## src/verilog/imdu_pkg.sv

```systemverilog
// package: register map, field layout and timing of the integer multiply/divide unit
package imdu_pkg;
    // ==========================================
    // register indices; the ahb-lite byte address is four times the index
    localparam logic [15:0] IMDU_ADDR_CLK_GATES = 16'hff16;
    localparam logic [15:0] IMDU_ADDR_SRC_LO    = 16'hff70;
    localparam logic [15:0] IMDU_ADDR_SRC_HI    = 16'hff71;
    localparam logic [15:0] IMDU_ADDR_RLO_LO    = 16'hff72;
    localparam logic [15:0] IMDU_ADDR_RLO_HI    = 16'hff73;
    localparam logic [15:0] IMDU_ADDR_RHI_LO    = 16'hff74;
    localparam logic [15:0] IMDU_ADDR_RHI_HI    = 16'hff75;
    localparam logic [15:0] IMDU_ADDR_MODE      = 16'hff76;
    // ==========================================
    // field positions
    localparam int IMDU_BIT_GATE = 3;
    localparam int IMDU_BIT_BUSY = 0;
    localparam int IMDU_BIT_ZERO = 1;
    localparam int IMDU_BIT_OVF  = 2;
    localparam int IMDU_BIT_NEG  = 3;
    // ==========================================
    // timing: 10 cpu clock cycles per operation
    localparam int          IMDU_OP_CYCLES = 10;
    localparam logic [3:0]  IMDU_OP_LAST   = 4'(IMDU_OP_CYCLES - 1);
    localparam logic [3:0]  IMDU_RST_CNT   = 4'h0;
    localparam logic [3:0]  IMDU_RST_NIB   = 4'h0;
    // ==========================================
    // ahb-lite constants
    localparam logic [1:0]  IMDU_HTRANS_NONSEQ = 2'h2;
    localparam logic        IMDU_HRESP_OKAY    = 1'b0;

    typedef enum logic [1:0] {
        IMDU_IDLE = 2'b00,
        IMDU_RUN  = 2'b01
    } imdu_state_t;

    typedef struct packed {
        logic       neg;
        logic       ovf;
        logic       zero;
        logic       busy;
    } imdu_flags_t;

    // ahb request carrier
    typedef struct packed {
        logic        hsel;
        logic [31:0] haddr;
        logic [1:0]  htrans;
        logic        hwrite;
        logic [2:0]  hsize;
        logic        hready;
        logic [31:0] hwdata;
    } imdu_ahb_req_t;

    typedef struct packed {
        imdu_state_t st;
        logic [3:0]  cnt;
        logic        gate;
        logic [7:0]  src;
        logic [7:0]  rlo;
        logic [7:0]  rhi;
        logic        div_mode;
        logic [15:0] opa;
        logic [7:0]  opb;
        imdu_flags_t flags;
        logic        ph_valid;
        logic        ph_write;
        logic [15:0] ph_addr;
        logic [31:0] hrdata;
    } imdu_state_reg_t;
endpackage

```

## src/verilog/imdu_top.sv

```systemverilog
// integer multiply/divide unit with an ahb-lite register slave
//
// Overview of operation
// - clock-gate bit enables the unit's clock when one; readable; cleared at reset.
// - gated clock is the cpu operating clock chosen by the clock manager.
// - source operand: low nibble at one address, high at next; holds value.
// - source and result bytes are undefined after reset; never relied upon.
// - result low byte sampled at start; loaded with product low or quotient.
// - division overflow leaves both result bytes holding the dividend.
// - multiply ignores result high byte input; writes product high byte there.
// - divide samples high byte as dividend top; loads remainder when no overflow.
// - result and flags update ten cpu cycles after the mode write.
// - a mode write while idle with the gate on starts: one divides, zero multiplies.
// - mode bit reads one while running, zero when done; reset clears it.
// - zero flag shows a zero product, or a zero quotient low byte after divide; read only; reset clears it.
// - overflow flag shows division overflow; cleared after multiply; read only.
// - negative flag is product msb after multiply, quotient low byte msb after divide; read only; reset clears it.
// - multiply: negative is high byte msb; zero only when product is zero.
// - divide: negative is quotient low byte msb; zero only when quotient low byte zero.
// - divide overflow set exactly when quotient exceeds eight bits.
// - operands are unsigned: 8x8 multiply, 16/8 divide.
`timescale 1ns/1ns
`default_nettype none
module imdu_top (
    input  wire logic                   i_clk,        // cpu operating clock, 125 mhz
    input  wire logic                   i_resetn,     // synchronous reset, active low
    input  wire imdu_pkg::imdu_ahb_req_t i_ahb,       // ahb-lite request signals
    output logic                        o_hreadyout,  // slave ready
    output logic                        o_hresp,      // always okay
    output logic [31:0]                 o_hrdata,     // read data
    output logic                        o_busy,       // operation in progress
    output logic                        o_clk_gate_en // gate enable for the unit clock
);
    import imdu_pkg::*;

    imdu_state_reg_t r;
    imdu_state_reg_t next_r;

    // ==========================================
    // arithmetic, evaluated on the latched operands
    logic [15:0] prod;
    logic [15:0] quot;
    logic [7:0]  rem;
    logic        div_ovf;
    logic        addr_ok;
    logic        wr_en;
    logic        op_done;
    logic [3:0]  wnib;
    logic [3:0]  rnib;
    logic        rd_acc;
    logic        start_ok;

    always_comb begin
        prod    = r.opa[7:0] * r.opb;
        // divide by zero reports overflow; quotient would not fit anyway
        if (r.opb == 8'h00) begin
            quot = 16'hffff;
            rem  = r.opa[7:0];
        end else begin
            quot = r.opa / {8'h00, r.opb};
            rem  = 8'(r.opa % {8'h00, r.opb});
        end
        div_ovf = (quot[15:8] != 8'h00);
    end

    // ==========================================
    // register access
    always_comb begin
        addr_ok = (r.ph_addr >= IMDU_ADDR_SRC_LO && r.ph_addr <= IMDU_ADDR_MODE)
               || (r.ph_addr == IMDU_ADDR_CLK_GATES);
        wr_en   = r.ph_valid && r.ph_write;
        op_done = (r.st == IMDU_RUN) && (r.cnt == IMDU_OP_LAST);
        rd_acc  = r.ph_valid && !r.ph_write;
        start_ok = wr_en && (r.ph_addr == IMDU_ADDR_MODE) && (r.st == IMDU_IDLE) && r.gate;
        wnib    = i_ahb.hwdata[3:0];
        case (r.ph_addr)
            IMDU_ADDR_CLK_GATES: rnib = {r.gate, 3'h0};
            IMDU_ADDR_SRC_LO:    rnib = r.src[3:0];
            IMDU_ADDR_SRC_HI:    rnib = r.src[7:4];
            IMDU_ADDR_RLO_LO:    rnib = r.rlo[3:0];
            IMDU_ADDR_RLO_HI:    rnib = r.rlo[7:4];
            IMDU_ADDR_RHI_LO:    rnib = r.rhi[3:0];
            IMDU_ADDR_RHI_HI:    rnib = r.rhi[7:4];
            IMDU_ADDR_MODE:      rnib = {r.flags.neg, r.flags.ovf, r.flags.zero, r.flags.busy};
            default:             rnib = 4'h0;
        endcase
    end

    always_comb begin
        next_r = r;
        // address phase capture; reads get one wait state, writes none
        next_r.ph_valid = i_ahb.hsel && i_ahb.hready && (i_ahb.htrans == IMDU_HTRANS_NONSEQ);
        next_r.ph_write = i_ahb.hwrite;
        next_r.ph_addr  = i_ahb.haddr[17:2]; // word index
        // read data registered for the following cycle's use
        next_r.hrdata   = {28'h0000000, rnib};

        if (wr_en) begin
            case (r.ph_addr)
                IMDU_ADDR_CLK_GATES: next_r.gate = wnib[IMDU_BIT_GATE];
                IMDU_ADDR_SRC_LO:    next_r.src[3:0] = wnib;
                IMDU_ADDR_SRC_HI:    next_r.src[7:4] = wnib;
                IMDU_ADDR_RLO_LO:    next_r.rlo[3:0] = wnib;
                IMDU_ADDR_RLO_HI:    next_r.rlo[7:4] = wnib;
                IMDU_ADDR_RHI_LO:    next_r.rhi[3:0] = wnib;
                IMDU_ADDR_RHI_HI:    next_r.rhi[7:4] = wnib;
                default:             next_r.gate = r.gate;
            endcase
        end

        case (r.st)
            IMDU_IDLE: begin
                // a start with the clock gated off does nothing: no clock reaches the unit
                if (start_ok) begin
                    next_r.st         = IMDU_RUN;
                    next_r.cnt        = 4'h1;
                    next_r.div_mode   = wnib[IMDU_BIT_BUSY];
                    next_r.flags.busy = 1'b1;
                    // dividend high byte is ignored in multiply mode
                    next_r.opa = wnib[IMDU_BIT_BUSY] ? {r.rhi, r.rlo}
                                                     : {8'h00, r.rlo};
                    next_r.opb = r.src;
                end
            end
            IMDU_RUN: begin
                // counting pauses while the gate is closed, as the clock would
                if (r.gate) begin
                    next_r.cnt = r.cnt + 4'h1;
                end
                if (op_done && r.gate) begin
                    next_r.st         = IMDU_IDLE;
                    next_r.cnt        = IMDU_RST_CNT;
                    next_r.flags.busy = 1'b0;
                    if (!r.div_mode) begin
                        next_r.rlo        = prod[7:0];
                        next_r.rhi        = prod[15:8];
                        next_r.flags.neg  = prod[15];
                        next_r.flags.zero = (prod == 16'h0000);
                        next_r.flags.ovf  = 1'b0;
                    end else begin
                        next_r.flags.ovf = div_ovf;
                        if (!div_ovf) begin
                            next_r.rlo = quot[7:0];
                            next_r.rhi = rem;
                        end else begin
                            next_r.rlo = r.opa[7:0];
                            next_r.rhi = r.opa[15:8];
                        end
                        // flags follow the true quotient, also when it overflowed
                        next_r.flags.neg  = quot[7];
                        next_r.flags.zero = (quot[7:0] == 8'h00);
                    end
                end
            end
            default: begin
                next_r.st = IMDU_IDLE;
            end
        endcase
    end

    // ==========================================
    // state register; operands and result bytes keep no reset value
    always_ff @(posedge i_clk) begin
        if (!i_resetn) begin
            r.st       <= IMDU_IDLE;
            r.cnt      <= IMDU_RST_CNT;
            r.gate     <= 1'b0;
            r.flags    <= '0;
            r.div_mode <= 1'b0;
            r.ph_valid <= 1'b0;
            r.ph_write <= 1'b0;
            r.ph_addr  <= 16'h0000;
            r.hrdata   <= 32'h00000000;
        end else begin
            r.st       <= next_r.st;
            r.cnt      <= next_r.cnt;
            r.gate     <= next_r.gate;
            r.flags    <= next_r.flags;
            r.div_mode <= next_r.div_mode;
            r.ph_valid <= next_r.ph_valid;
            r.ph_write <= next_r.ph_write;
            r.ph_addr  <= next_r.ph_addr;
            r.hrdata   <= next_r.hrdata;
        end
        r.src <= next_r.src;
        r.rlo <= next_r.rlo;
        r.rhi <= next_r.rhi;
        r.opa <= next_r.opa;
        r.opb <= next_r.opb;
    end

    // outputs: a read gets one wait state, as the read mux is registered from
    // the latched address and must stand before the data phase ends
    always_ff @(posedge i_clk) begin
        if (!i_resetn) begin
            o_hreadyout   <= 1'b1;
            o_hresp       <= IMDU_HRESP_OKAY;
            o_busy        <= 1'b0;
            o_clk_gate_en <= 1'b0;
        end else begin
            o_hreadyout   <= !(next_r.ph_valid && !next_r.ph_write);
            o_hresp       <= IMDU_HRESP_OKAY;
            o_busy        <= next_r.flags.busy;
            o_clk_gate_en <= next_r.gate;
        end
    end
    assign o_hrdata = r.hrdata;

    // ==========================================
    // checks
    a_busy_len: assert property (@(posedge i_clk) disable iff (!i_resetn)
        $rose(r.flags.busy) && r.gate |-> r.flags.busy [*8] ##1 (r.flags.busy || !r.gate))
        else $error("busy dropped early");
    a_mul_ovf_clr: assert property (@(posedge i_clk) disable iff (!i_resetn)
        $fell(r.flags.busy) && !r.div_mode |-> !r.flags.ovf)
        else $error("overflow after multiply");
    a_mul_zero: assert property (@(posedge i_clk) disable iff (!i_resetn)
        $fell(r.flags.busy) && !r.div_mode |-> r.flags.zero == ({r.rhi, r.rlo} == 16'h0000))
        else $error("multiply zero flag wrong");
    a_mul_neg: assert property (@(posedge i_clk) disable iff (!i_resetn)
        $fell(r.flags.busy) && !r.div_mode |-> r.flags.neg == r.rhi[7])
        else $error("multiply negative flag wrong");
    a_div_keep: assert property (@(posedge i_clk) disable iff (!i_resetn)
        $fell(r.flags.busy) && r.div_mode && r.flags.ovf |-> {r.rhi, r.rlo} == r.opa)
        else $error("dividend not kept on overflow");
    a_div_neg: assert property (@(posedge i_clk) disable iff (!i_resetn)
        $fell(r.flags.busy) && r.div_mode && !r.flags.ovf |-> r.flags.neg == r.rlo[7])
        else $error("divide negative flag wrong");
    a_mul_prod: assert property (@(posedge i_clk) disable iff (!i_resetn)
        $fell(r.flags.busy) && !r.div_mode |-> {r.rhi, r.rlo} == r.opa[7:0] * r.opb)
        else $error("product wrong");
    a_gate_off_start: assert property (@(posedge i_clk) disable iff (!i_resetn)
        r.st == IMDU_IDLE && !r.gate |=> r.st == IMDU_IDLE)
        else $error("started while gated");
    c_mul: cover property (@(posedge i_clk) disable iff (!i_resetn)
        $fell(r.flags.busy) && !r.div_mode);
    c_div_ok: cover property (@(posedge i_clk) disable iff (!i_resetn)
        $fell(r.flags.busy) && r.div_mode && !r.flags.ovf);
    c_div_ovf: cover property (@(posedge i_clk) disable iff (!i_resetn)
        $fell(r.flags.busy) && r.div_mode && r.flags.ovf);

    // ==========================================
    // bus, register and operation checks
    a_rdy_wait: assert property (@(posedge i_clk) disable iff (!i_resetn)
        rd_acc
        |-> !o_hreadyout)
        else $error("read answered without a wait state");

    a_rdy_back: assert property (@(posedge i_clk) disable iff (!i_resetn)
        !o_hreadyout
        |=> o_hreadyout)
        else $error("wait state too long");

    a_write_nowait: assert property (@(posedge i_clk) disable iff (!i_resetn)
        r.ph_valid && r.ph_write
        |-> o_hreadyout)
        else $error("write was stalled");

    a_unmapped: assert property (@(posedge i_clk) disable iff (!i_resetn)
        rd_acc && !addr_ok
        |=> o_hrdata == 32'h00000000)
        else $error("unmapped read not zero");

    a_gate_read: assert property (@(posedge i_clk) disable iff (!i_resetn)
        rd_acc && r.ph_addr == IMDU_ADDR_CLK_GATES
        |=> o_hrdata[3:0] == {$past(r.gate), 3'h0})
        else $error("gate bit read wrong");

    a_gate_write: assert property (@(posedge i_clk) disable iff (!i_resetn)
        wr_en && r.ph_addr == IMDU_ADDR_CLK_GATES
        |=> r.gate == $past(wnib[IMDU_BIT_GATE]))
        else $error("gate bit not written");

    a_gate_pin: assert property (@(posedge i_clk) disable iff (!i_resetn)
        1'b1
        |-> o_clk_gate_en == r.gate)
        else $error("gate pin differs from gate bit");

    a_busy_pin: assert property (@(posedge i_clk) disable iff (!i_resetn)
        1'b1
        |-> o_busy == r.flags.busy)
        else $error("busy pin differs from busy bit");

    a_src_lo: assert property (@(posedge i_clk) disable iff (!i_resetn)
        wr_en && r.ph_addr == IMDU_ADDR_SRC_LO
        |=> r.src[3:0] == $past(wnib))
        else $error("source low nibble not written");

    a_src_hi: assert property (@(posedge i_clk) disable iff (!i_resetn)
        wr_en && r.ph_addr == IMDU_ADDR_SRC_HI
        |=> r.src[7:4] == $past(wnib))
        else $error("source high nibble not written");

    a_src_taken: assert property (@(posedge i_clk) disable iff (!i_resetn)
        $rose(r.flags.busy)
        |-> r.opb == r.src)
        else $error("source operand not taken at start");

    a_start_run: assert property (@(posedge i_clk) disable iff (!i_resetn)
        start_ok
        |=> r.st == IMDU_RUN && r.flags.busy)
        else $error("mode write did not start");

    a_start_mode: assert property (@(posedge i_clk) disable iff (!i_resetn)
        start_ok
        |=> r.div_mode == $past(wnib[IMDU_BIT_BUSY]))
        else $error("wrong operation selected");

    a_start_lo: assert property (@(posedge i_clk) disable iff (!i_resetn)
        start_ok
        |=> r.opa[7:0] == $past(r.rlo))
        else $error("result low byte not sampled");

    a_mul_hi_ign: assert property (@(posedge i_clk) disable iff (!i_resetn)
        start_ok && !wnib[IMDU_BIT_BUSY]
        |=> r.opa[15:8] == 8'h00)
        else $error("multiply used the high byte");

    a_div_hi: assert property (@(posedge i_clk) disable iff (!i_resetn)
        start_ok && wnib[IMDU_BIT_BUSY]
        |=> r.opa[15:8] == $past(r.rhi))
        else $error("dividend high byte not sampled");

    a_stay_run: assert property (@(posedge i_clk) disable iff (!i_resetn)
        r.st == IMDU_RUN && !op_done
        |=> r.st == IMDU_RUN)
        else $error("operation ended early");

    a_flags_ro: assert property (@(posedge i_clk) disable iff (!i_resetn)
        wr_en && r.ph_addr == IMDU_ADDR_MODE && !op_done
        |=> r.flags[3:1] == $past(r.flags[3:1]))
        else $error("flag changed by a write");

    a_busy_state: assert property (@(posedge i_clk) disable iff (!i_resetn)
        1'b1
        |-> r.flags.busy == (r.st == IMDU_RUN))
        else $error("busy bit differs from state");

    a_done_all: assert property (@(posedge i_clk) disable iff (!i_resetn)
        op_done && r.gate
        |=> !r.flags.busy && r.st == IMDU_IDLE)
        else $error("completion not taken");

    a_div_ovf: assert property (@(posedge i_clk) disable iff (!i_resetn)
        $fell(r.flags.busy) && r.div_mode
        |-> r.flags.ovf == (r.opa[15:8] >= r.opb))
        else $error("divide overflow flag wrong");

    a_div_math: assert property (@(posedge i_clk) disable iff (!i_resetn)
        $fell(r.flags.busy) && r.div_mode && !r.flags.ovf
        |-> 16'(r.rlo) * 16'(r.opb) + 16'(r.rhi) == r.opa && r.rhi < r.opb)
        else $error("quotient or remainder wrong");

    a_div_zero: assert property (@(posedge i_clk) disable iff (!i_resetn)
        $fell(r.flags.busy) && r.div_mode && !r.flags.ovf
        |-> r.flags.zero == (r.rlo == 8'h00))
        else $error("divide zero flag wrong");

    a_cnt_idle: assert property (@(posedge i_clk) disable iff (!i_resetn)
        r.st == IMDU_IDLE
        |-> r.cnt == IMDU_RST_CNT)
        else $error("counter runs while idle");

    a_cnt_pause: assert property (@(posedge i_clk) disable iff (!i_resetn)
        r.st == IMDU_RUN && !r.gate
        |=> r.cnt == $past(r.cnt) && r.st == IMDU_RUN)
        else $error("counter ran with the gate closed");

    c_read_wait: cover property (@(posedge i_clk) disable iff (!i_resetn)
        !o_hreadyout);
    c_unmapped: cover property (@(posedge i_clk) disable iff (!i_resetn)
        rd_acc && !addr_ok);
endmodule
`default_nettype wire

```

## config.mk

```make
export PLATFORM = sky130hd
export DESIGN_NAME = imdu_top
export DESIGN_NICKNAME = d
export VERILOG_FILES = /design/src/verilog/imdu_pkg.sv /design/src/verilog/imdu_top.sv
export SDC_FILE = /design/constraint.sdc
export NUM_CORES = 1
export LEC_CHECK = 0
export ABC_AREA = 1
export BUFFER_PORTS_ARGS = -buffer_cell sky130_fd_sc_hd__buf_2
export CORE_MARGIN = 4
export CORE_UTILIZATION = 50
export DETAILED_ROUTE_END_ITERATION = 6
export PLACE_DENSITY = 0.69
export SETUP_SLACK_MARGIN = 0.02
export SLEW_MARGIN = 20
export SYNTH_ARGS = -nofsm -noshare
export SYNTH_HDL_FRONTEND = slang
export SYNTH_SLANG_ARGS = --single-unit
```

## constraint.sdc

```tcl
create_clock -name i_clk -period 61.2 [get_ports i_clk]
set_input_delay 9.18 -clock i_clk [delete_from_list [all_inputs] [get_ports i_clk]]
set_output_delay 9.18 -clock i_clk [all_outputs]
set_load 0.02 [all_outputs]
```

# After elaboration in Yosys (flattened, before gate mapping)
# Index checks and enable logic that the tools add are counted.
# totals
regBits	111
inputBits	74
out_inout_bits	36
elab_cells	87
# classes
addsub	1
mul	1
div_mod_pow	2
eq_ne	14
muxes	24
n_reduce_logical	24
# op_table
op	n
16-bit == test, second input constant	8
16-bit 2-to-1 mux	5
4-bit 2-to-1 mux	8
4-bit case mux with 8 select lines	1
25-bit 2-to-1 mux	1
16-bit by 8-bit divider with 16-bit output	1
16-bit logical NOT	1
8-bit logical NOT	2
16-bit by 8-bit remainder unit with 16-bit output	1
8-bit by 8-bit multiplier with 16-bit output	1
6-bit 2-to-1 mux	2
2-bit AND reduction	6
1-bit logical AND	9
8-bit 2-to-1 mux	1
4-bit case mux with 2 select lines	1
8-bit nonzero test	1
4-bit by 1-bit adder with 4-bit output, second input constant	1
4-bit == test, second input constant	1
2-bit case mux with 2 select lines	1
3-bit 2-to-1 mux	1
3-bit by 2-bit inequality test with 1-bit output, second input constant	1
3-bit AND reduction	1
2-bit by 1-bit == test with 1-bit output, second input constant	1
2-bit == test, second input constant	1
7 further kinds	9

# Depth between registers and ports, before layout
# Gate-level depths: netlist of the first run.
# logic_depth
ltp_word	7
depth_mapped	214
depth_no_buf	205

# Least setup slack after synthesis of the first run
# Ideal clock, no wire load.
# synth_timing
path_kind	register to register
startpoint	register r[54] (netlist bit)
endpoint	register r[51] (netlist bit)
setup_time_ns	0.074
t_arrival_ns	26.356
required_ns	61.126
setup_slack_ns	34.770
path_stages_with_launch	199
path_buffers	9
synth_period_minus_slack_ns	26.430
cell_sequence	edfxtp_1 > inv_1 > ha_1 > or2_2 > nand3_1 > nand2_1 > nand2_1 > inv_1 > ha_1 > o21ai_0 > nand2_1 > nand2_2 > nand2_1 > nand2_1 > ha_1 > nand2_1 > nand3b_1 > nand2_1 > [163 not listed] > inv_1 > nand2_2 > nor3_2 > nand2_1 > inv_2 > buf_6 > o21ai_2 > fa_1 > inv_1 > o21ai_0 > a31oi_1 > nand2_1 > o21ai_0 > nand2_1 > a21oi_1 > nand2_4 > or3_1 > a31oi_1
# synth_between
elab_chain_len	4
elab_cells_between_ends	7
cone_classes	mul (1); div (1); mux (2); reduce/logical (3)
# synth_lines
item	line_no	source
start: declaration	imdu_top.sv:36	imdu_state_reg_t r;
16-bit by 8-bit divider with 16-bit output or 8-bit logical NOT (tied branches)	imdu_top.sv:60, imdu_top.sv:56	
16-bit 2-to-1 mux	imdu_top.sv:56	if (r.opb == 8'h00) begin
8-bit logical NOT	imdu_top.sv:151	next_r.flags.zero = (quot[7:0] == 8'h00);
3-bit 2-to-1 mux *	imdu_top.sv:134	if (!r.div_mode) begin
# Mark *: on every way between the ends. The rest lies on a longest branch, timed or not.
# A chain may end at the register's enable or synchronous reset.

==> results of run 1 <==
-- worst paths after layout --
check	cells after the start	end	startpoint
worst min register to register	0	r[66]	r[91]
worst max register to register	197	r[85]	r[54]
worst min-delay path	0	r[66]	r[91]
worst max-delay path	197	r[85]	r[54]
-- power groups by stage --
stage	clock network (W)	registers (W)	logic, W
finish	0.0000556	0.0000577	0.00000469
global route	0.0000589	0.0000577	0.00000531
CTS	0.0000562	0.0000576	0.00000464
detailed placement	0	0.0000588	0.00000462
global placement	0	0.0000588	0.00000456
floorplan	0	0.0000587	0.00000463
-- state kept, by name (all words and copies together) (netlist names) --
signal	flops
o_busy	1
o_clk_gate_en	1
o_hrdata	4
o_hreadyout	1
r	75
-- worst max-delay path, delay by kind of cell (launching register included) --
kind            cells  cell delay (ps)
simple gates       96            10680
xor+xnor            1              150
flops               1              670
fa+ha+maj          16             5130
compound gates     58            10050
buf+inv            26             3640
-- layout by cell type, fill, tap and decap left out, types with 12 or more instances in the layout --
| cell | instances |
|---|---|
| edfxtp_1 | 32 |
| o21ai_1 | 13 |
| nor3_1 | 21 |
| nand4_1 | 14 |
| a21o_1 | 17 |
| or2_2 | 12 |
| xor2_1 | 39 |
| a21oi_1 | 75 |
| nand2_2 | 30 |
| o21ai_0 | 89 |
| nand2_1 | 448 |
| ha_1 | 142 |
| inv_2 | 17 |
| o21bai_1 | 14 |
| nor2_2 | 14 |
| nor2_1 | 84 |
| buf_2 | 33 |
| conb_1 | 29 |
| nand3_1 | 111 |
| inv_1 | 274 |
| dfxtp_1 | 50 |
| fa_1 | 37 |
| xnor2_1 | 32 |
-- through the flow --
stage | setup slack [ps] | hold slack, ps
after floorplan | 34770 | 408
after global placement | 31630 | 416
after detailed placement | 31100 | 414
after CTS | 30940 | 432
after global routing | 27430 | 444
final | 30770 | 428
-- area by class of cell --
type	instances	area share (%)
Sequential cell	82	16.0
Clock buffer	16	2.64
Tap cell	313	3.18
Inverter	294	8.98
Multi-Input combinational cell	1320	67.7
Timing Repair Buffer	36	1.53
-- kinds of logic (layout without fill, tap and decap cells) --
kind of cell               count (synthesis)  in the layout
DFF                                       82             82
xor gates and xnor gates                  71             71
other                                      1             29
and+or+nand+nor                          789            789
buffers and inverters                    378            346
adders and majority gates                179            179
AOI/OAI and AO/OA                        252            252
-- layer usage --
metal / vias to the layer above / track usage, % / routed length [um]
met3: 62 / 1.94 / 1220
met4: 0 / 6.82 / 909
met5: - / 0 / 0
met1: 4843 / 28.9 / 12700
met2: 241 / 38.0 / 13200
li1: 5546 / - / -
==> impl_metrics.tcl, run 1 <==
set metrics [dict create \
    slew_violations 0 \
    post-route-period-util_pct 49.7 \
    synth_async_sr_flop_share_pct 0 \
    cts_buffer_depth 2 \
    cts_tree "done" \
    synth_top_family_by_area "simple AND/OR/NAND/NOR gates" \
    cts_max_level 3 \
    regToRegSetupSlack_ps 30770 \
    n_antenna_cell 0 \
    coreArea_um2 22900 \
    netlist_instances 1752 \
    drc 0 \
    dp.cells 2045 \
    cap_violations 0 \
    gp_congestion 0.906 \
    clock-sinks 82 \
    num_rows 55 \
    synth_top_cell_by_area "ha_1" \
    status "completed" \
    powerDensity_nw_per_um2 9.59 \
    synth_common_cells "nand2_1, inv_1, ha_1, nand3_1, o21ai_0" \
    synth_area_per_cell_um2 6.72 \
    dpl-instance-area_um2 12000 \
    syn2layout_area_growth_pct 4.49 \
    maxSlewHeadroom_pct 33.1 \
    worst_path_largest_cell_delay_ps 670 \
    setup_viol 0 \
    seq_power_share_pct 48.9 \
    antenna_left 0 \
    routed_wl_mm 28.0 \
    cts_hold_buf 0 \
    die_height_um 161 \
    cts-resized-gates 0 \
    p_leak_nw 6.84 \
    start_util_pct 51.4 \
    worstSkewPairLatency_ps 330 \
    antenna_found_initial 0 \
    worstSetupPathType "reg -> reg" \
    synth_mux_area_share_pct 0 \
    cts-root-buf "clkbuf_16" \
    hold_viol_final 0 \
    grt_overflow_total 0 \
    min_period_ps 30430 \
    synth_most_common_cell "nand2_1" \
    internal-power_w 0.0000943 \
    crit_fanout 16 \
    cts_buffers 9 \
    rsz0062_at_grt "false" \
    boundaryPins 110 \
    clockPowerShare_pct 47.1 \
    routedWlPerCell_um 13.6 \
    final_area_um2 12300 \
    synth_edf_count 32 \
    first_global_vias 10300 \
    grt_first_pass_wirelength_mm 48.1 \
    grtUsageTotal_pct 21.9 \
    power_frac_comb_pct 4.0 \
    vias 10700 \
    irDropWorstVdd_uv 17.4 \
    critPathArrivalTime_ps 30650 \
    drt-initial-drc-count 667 \
    yosysUniqueCellTypes 58 \
    synth_compound_area_share_pct 12.4 \
    drive_gt1_share_pct 9.21 \
    layoutNonFillerInstCount 2061 \
    vias_per_cell 5.19 \
    cts_setup_buffers 0 \
    dieArea_um2 26100 \
    critPathLaunchType "register" \
    cts.clk_slew.worst_paths_ps 60 \
    yosysWarningCount 0 \
    syn_area_um2 11800 \
    nets 1996 \
    crit_path_frequent_cell "nand2_1" \
    cp_slowest_cell "edfxtp_1" \
    setup.worst_path.end_class "register" \
    switching_share_pct 20.1 \
    finalSetupTns_ps 0 \
    ff_latch_area_um2 1960 \
    multi_input_area_um2 8330 \
    ys_ff_latch 82 \
    fillers 2267 \
    cp_data_required_time_ps 61420 \
    die_width_um 161 \
    hpwl_mm 22.7 \
    ys.flop_type "dfxtp_1" \
    yosys.area_share.adder_pct 21.4 \
    total_power_w 0.000118 \
    grt_max_degree 34 \
    worst_pin_slew_ps 1000 \
    dr.pass1.iters 5 \
    synth_area_leaders "ha_1, nand2_1, inv_1" \
    skew_ps 6.34 \
    port-buffer-count 33 \
    synth-xor-area-share_pct 5.28 \
    yosysSeqAreaShare_pct 16.7 \
    fin_util_pct 53.7 \
    synthSimpleGateAreaFrac_pct 30.7 \
    max_freq_mhz 32.9 \
    hp-class "reg -> reg" \
    synth_top_area_share_pct 15.1 \
    switchingPower_w 0.0000237 \
]
Power figures use the tool's default switching activity.
==> run 2, diff against run 1 <==
==> constraint.sdc (replaced) <==
create_clock -name i_clk -period 30.1 [get_ports i_clk]
set_input_delay 4.515 -clock i_clk [delete_from_list [all_inputs] [get_ports i_clk]]
set_output_delay 4.515 -clock i_clk [all_outputs]
set_load 0.02 [all_outputs]
==> impl_metrics.tcl, run 2 (synthesis results as in run 1) <==
set metrics [dict create \
    status "completed" \
    grt_max_degree 34 \
    syn2layout_area_growth_pct 7.38 \
    internal-power_w 0.000180 \
    clock-sinks 82 \
    crit_fanout 16 \
    drive_gt1_share_pct 12.2 \
    cts_hold_buf 0 \
    routedWlPerCell_um 13.8 \
    cp_slowest_cell "edfxtp_1" \
    critPathLaunchType "register" \
    hp-class "reg -> reg" \
    antenna_found_initial 0 \
    cts-root-buf "clkbuf_16" \
    hold_viol_final 0 \
    slew_violations 0 \
    die_height_um 161 \
    critPathArrivalTime_ps 27750 \
    post-route-period-util_pct 91.5 \
    grt_first_pass_wirelength_mm 47.7 \
    cts.clk_slew.worst_paths_ps 60 \
    fin_util_pct 55.2 \
    worst_path_largest_cell_delay_ps 360 \
    antenna_left 0 \
    nets 2030 \
    maxSlewHeadroom_pct 34.4 \
    largest_reg_flops 75 \
    path_delay_family "compound AO/OA/AOI/OAI gates" \
    final_common_cell "nand2_1" \
    cts_buffers 9 \
    skew_ps 4.98 \
    clockPowerShare_pct 44.6 \
    switchingPower_w 0.0000492 \
    top_register "r" \
    vias 10900 \
    hpwl_mm 22.8 \
    num_rows 55 \
    cts_buffer_depth 2 \
    drt-initial-drc-count 663 \
    coreArea_um2 22900 \
    p_leak_nw 6.98 \
    grt_overflow_total 0 \
    drc 0 \
    switching_share_pct 21.5 \
    power_frac_comb_pct 4.2 \
    fillers 2272 \
    first_global_vias 10200 \
    setup_viol 0 \
    powerDensity_nw_per_um2 18.1 \
    final_cell_mix "nand2_1, inv_1, ha_1, nand3_1" \
    n_antenna_cell 0 \
    setup_slack_ps 2570 \
    dr.pass1.iters 5 \
    irDropWorstVdd_uv 41.2 \
    port-buffer-count 33 \
    detailedPlace.worstSlack_ps 897 \
    critPathBufInv 25 \
    setup.worst_path.end_class "register" \
    min_period_ps 27530 \
    routed_wl_mm 28.8 \
    grtUsageTotal_pct 21.8 \
    cap_violations 0 \
    worstSkewPairLatency_ps 330 \
    worst_pin_slew_ps 983 \
    max_freq_mhz 36.3 \
    cts_tree "done" \
    crit_path_frequent_cell "nand2_1" \
    cp_data_required_time_ps 30320 \
    start_util_pct 51.4 \
    gp_congestion 0.907 \
    cts_max_level 3 \
    worstSetupPathType "reg -> reg" \
    boundaryPins 110 \
    die_width_um 161 \
    dieArea_um2 26100 \
    seq_power_share_pct 51.2 \
    vias_per_cell 5.19 \
]
-- run 2: cell types whose count changed in the layout (fill, tap and decap cells not counted), moves of 3 or more --
| cell | before | now |
|---|---|---|
| a21oi_1 | 75 | 70 |
| o21ai_0 | 89 | 80 |
| clkbuf_8 | 3 | 0 |
| o21ai_1 | 13 | 21 |
| a21oi_4 | 1 | 4 |
| nor2_2 | 14 | 17 |
| inv_1 | 274 | 268 |
| clkinvlp_4 | 0 | 5 |
| nor2_1 | 84 | 80 |
| buf_4 | 3 | 34 |
-- run 2: path summary, 6_finish.rpt --
| check | from | to | depth (start not counted) | slack (ps) |
|---|---|---|---|---|
| setup / recovery | r[54] | r[85] | 196 | 2570 |
| hold / removal | r[89] | r[64] | 0 | 430 |
| setup reg to reg | r[54] | r[85] | 196 | 2570 |
| hold reg to reg | r[89] | r[64] | 0 | 430 |
-- run 2: per-stage QoR --
step | instances | instance area (um2) | TNS (ps) | hold WS [ps] | total power [W]
6_report | 2095 | 12600 | 0 | 433 | 0.000229
4_1_cts | 2067 | 12300 | 0 | 433 | 0.000230
3_5_place_dp | 2051 | 12000 | 0 | 418 | 0.000129
2_1_floorplan | 1780 | 11900 | 0 | 408 | 0.000129
3_3_place_gp | 2051 | 12000 | 0 | 416 | 0.000129
5_1_grt | 2095 | 12600 | -394 | 440 | 0.000237
-- run 2: per-layer routing --
layer  track usage, %  up-vias  share of wire (%)
met3             2.04       52                4.8
met1             28.8     4922                 45
met5                0        -                  0
met4             7.37        0                3.1
li1                 -     5623                  -
met2             37.4      270                 47
-- run 2: cell type report --
type | instances | area, um2 | share of cell area (%)
inverters | 294 | 1130 | 8.97
repair buffers | 68 | 432 | 3.42
clock inverters | 4 | 22.5 | 0.178
clock buffers | 12 | 258 | 2.04
flip-flops and latches | 82 | 1960 | 15.5
repair inverters | 1 | 5.00 | 0.0396
well taps | 313 | 392 | 3.10
multi-input cells | 1321 | 8430 | 66.7
-- run 2: power by group through the flow --
stage          clock (W)  sequential [W]  combinational [W]
2_1_floorplan          0        0.000119         0.00000940
3_3_place_gp           0        0.000120         0.00000927
3_5_place_dp           0        0.000120         0.00000940
4_1_cts         0.000104        0.000117         0.00000943
5_1_grt         0.000109        0.000117          0.0000107
6_report        0.000102        0.000117         0.00000956
-- run 2: repair_timing --
item / CTS / global route
endpoints found under the hold margin: 0 / 0
buffers inserted: 0 / 26
gates resized for setup: 0 / 44
endpoints found under the setup margin: 0 / 11
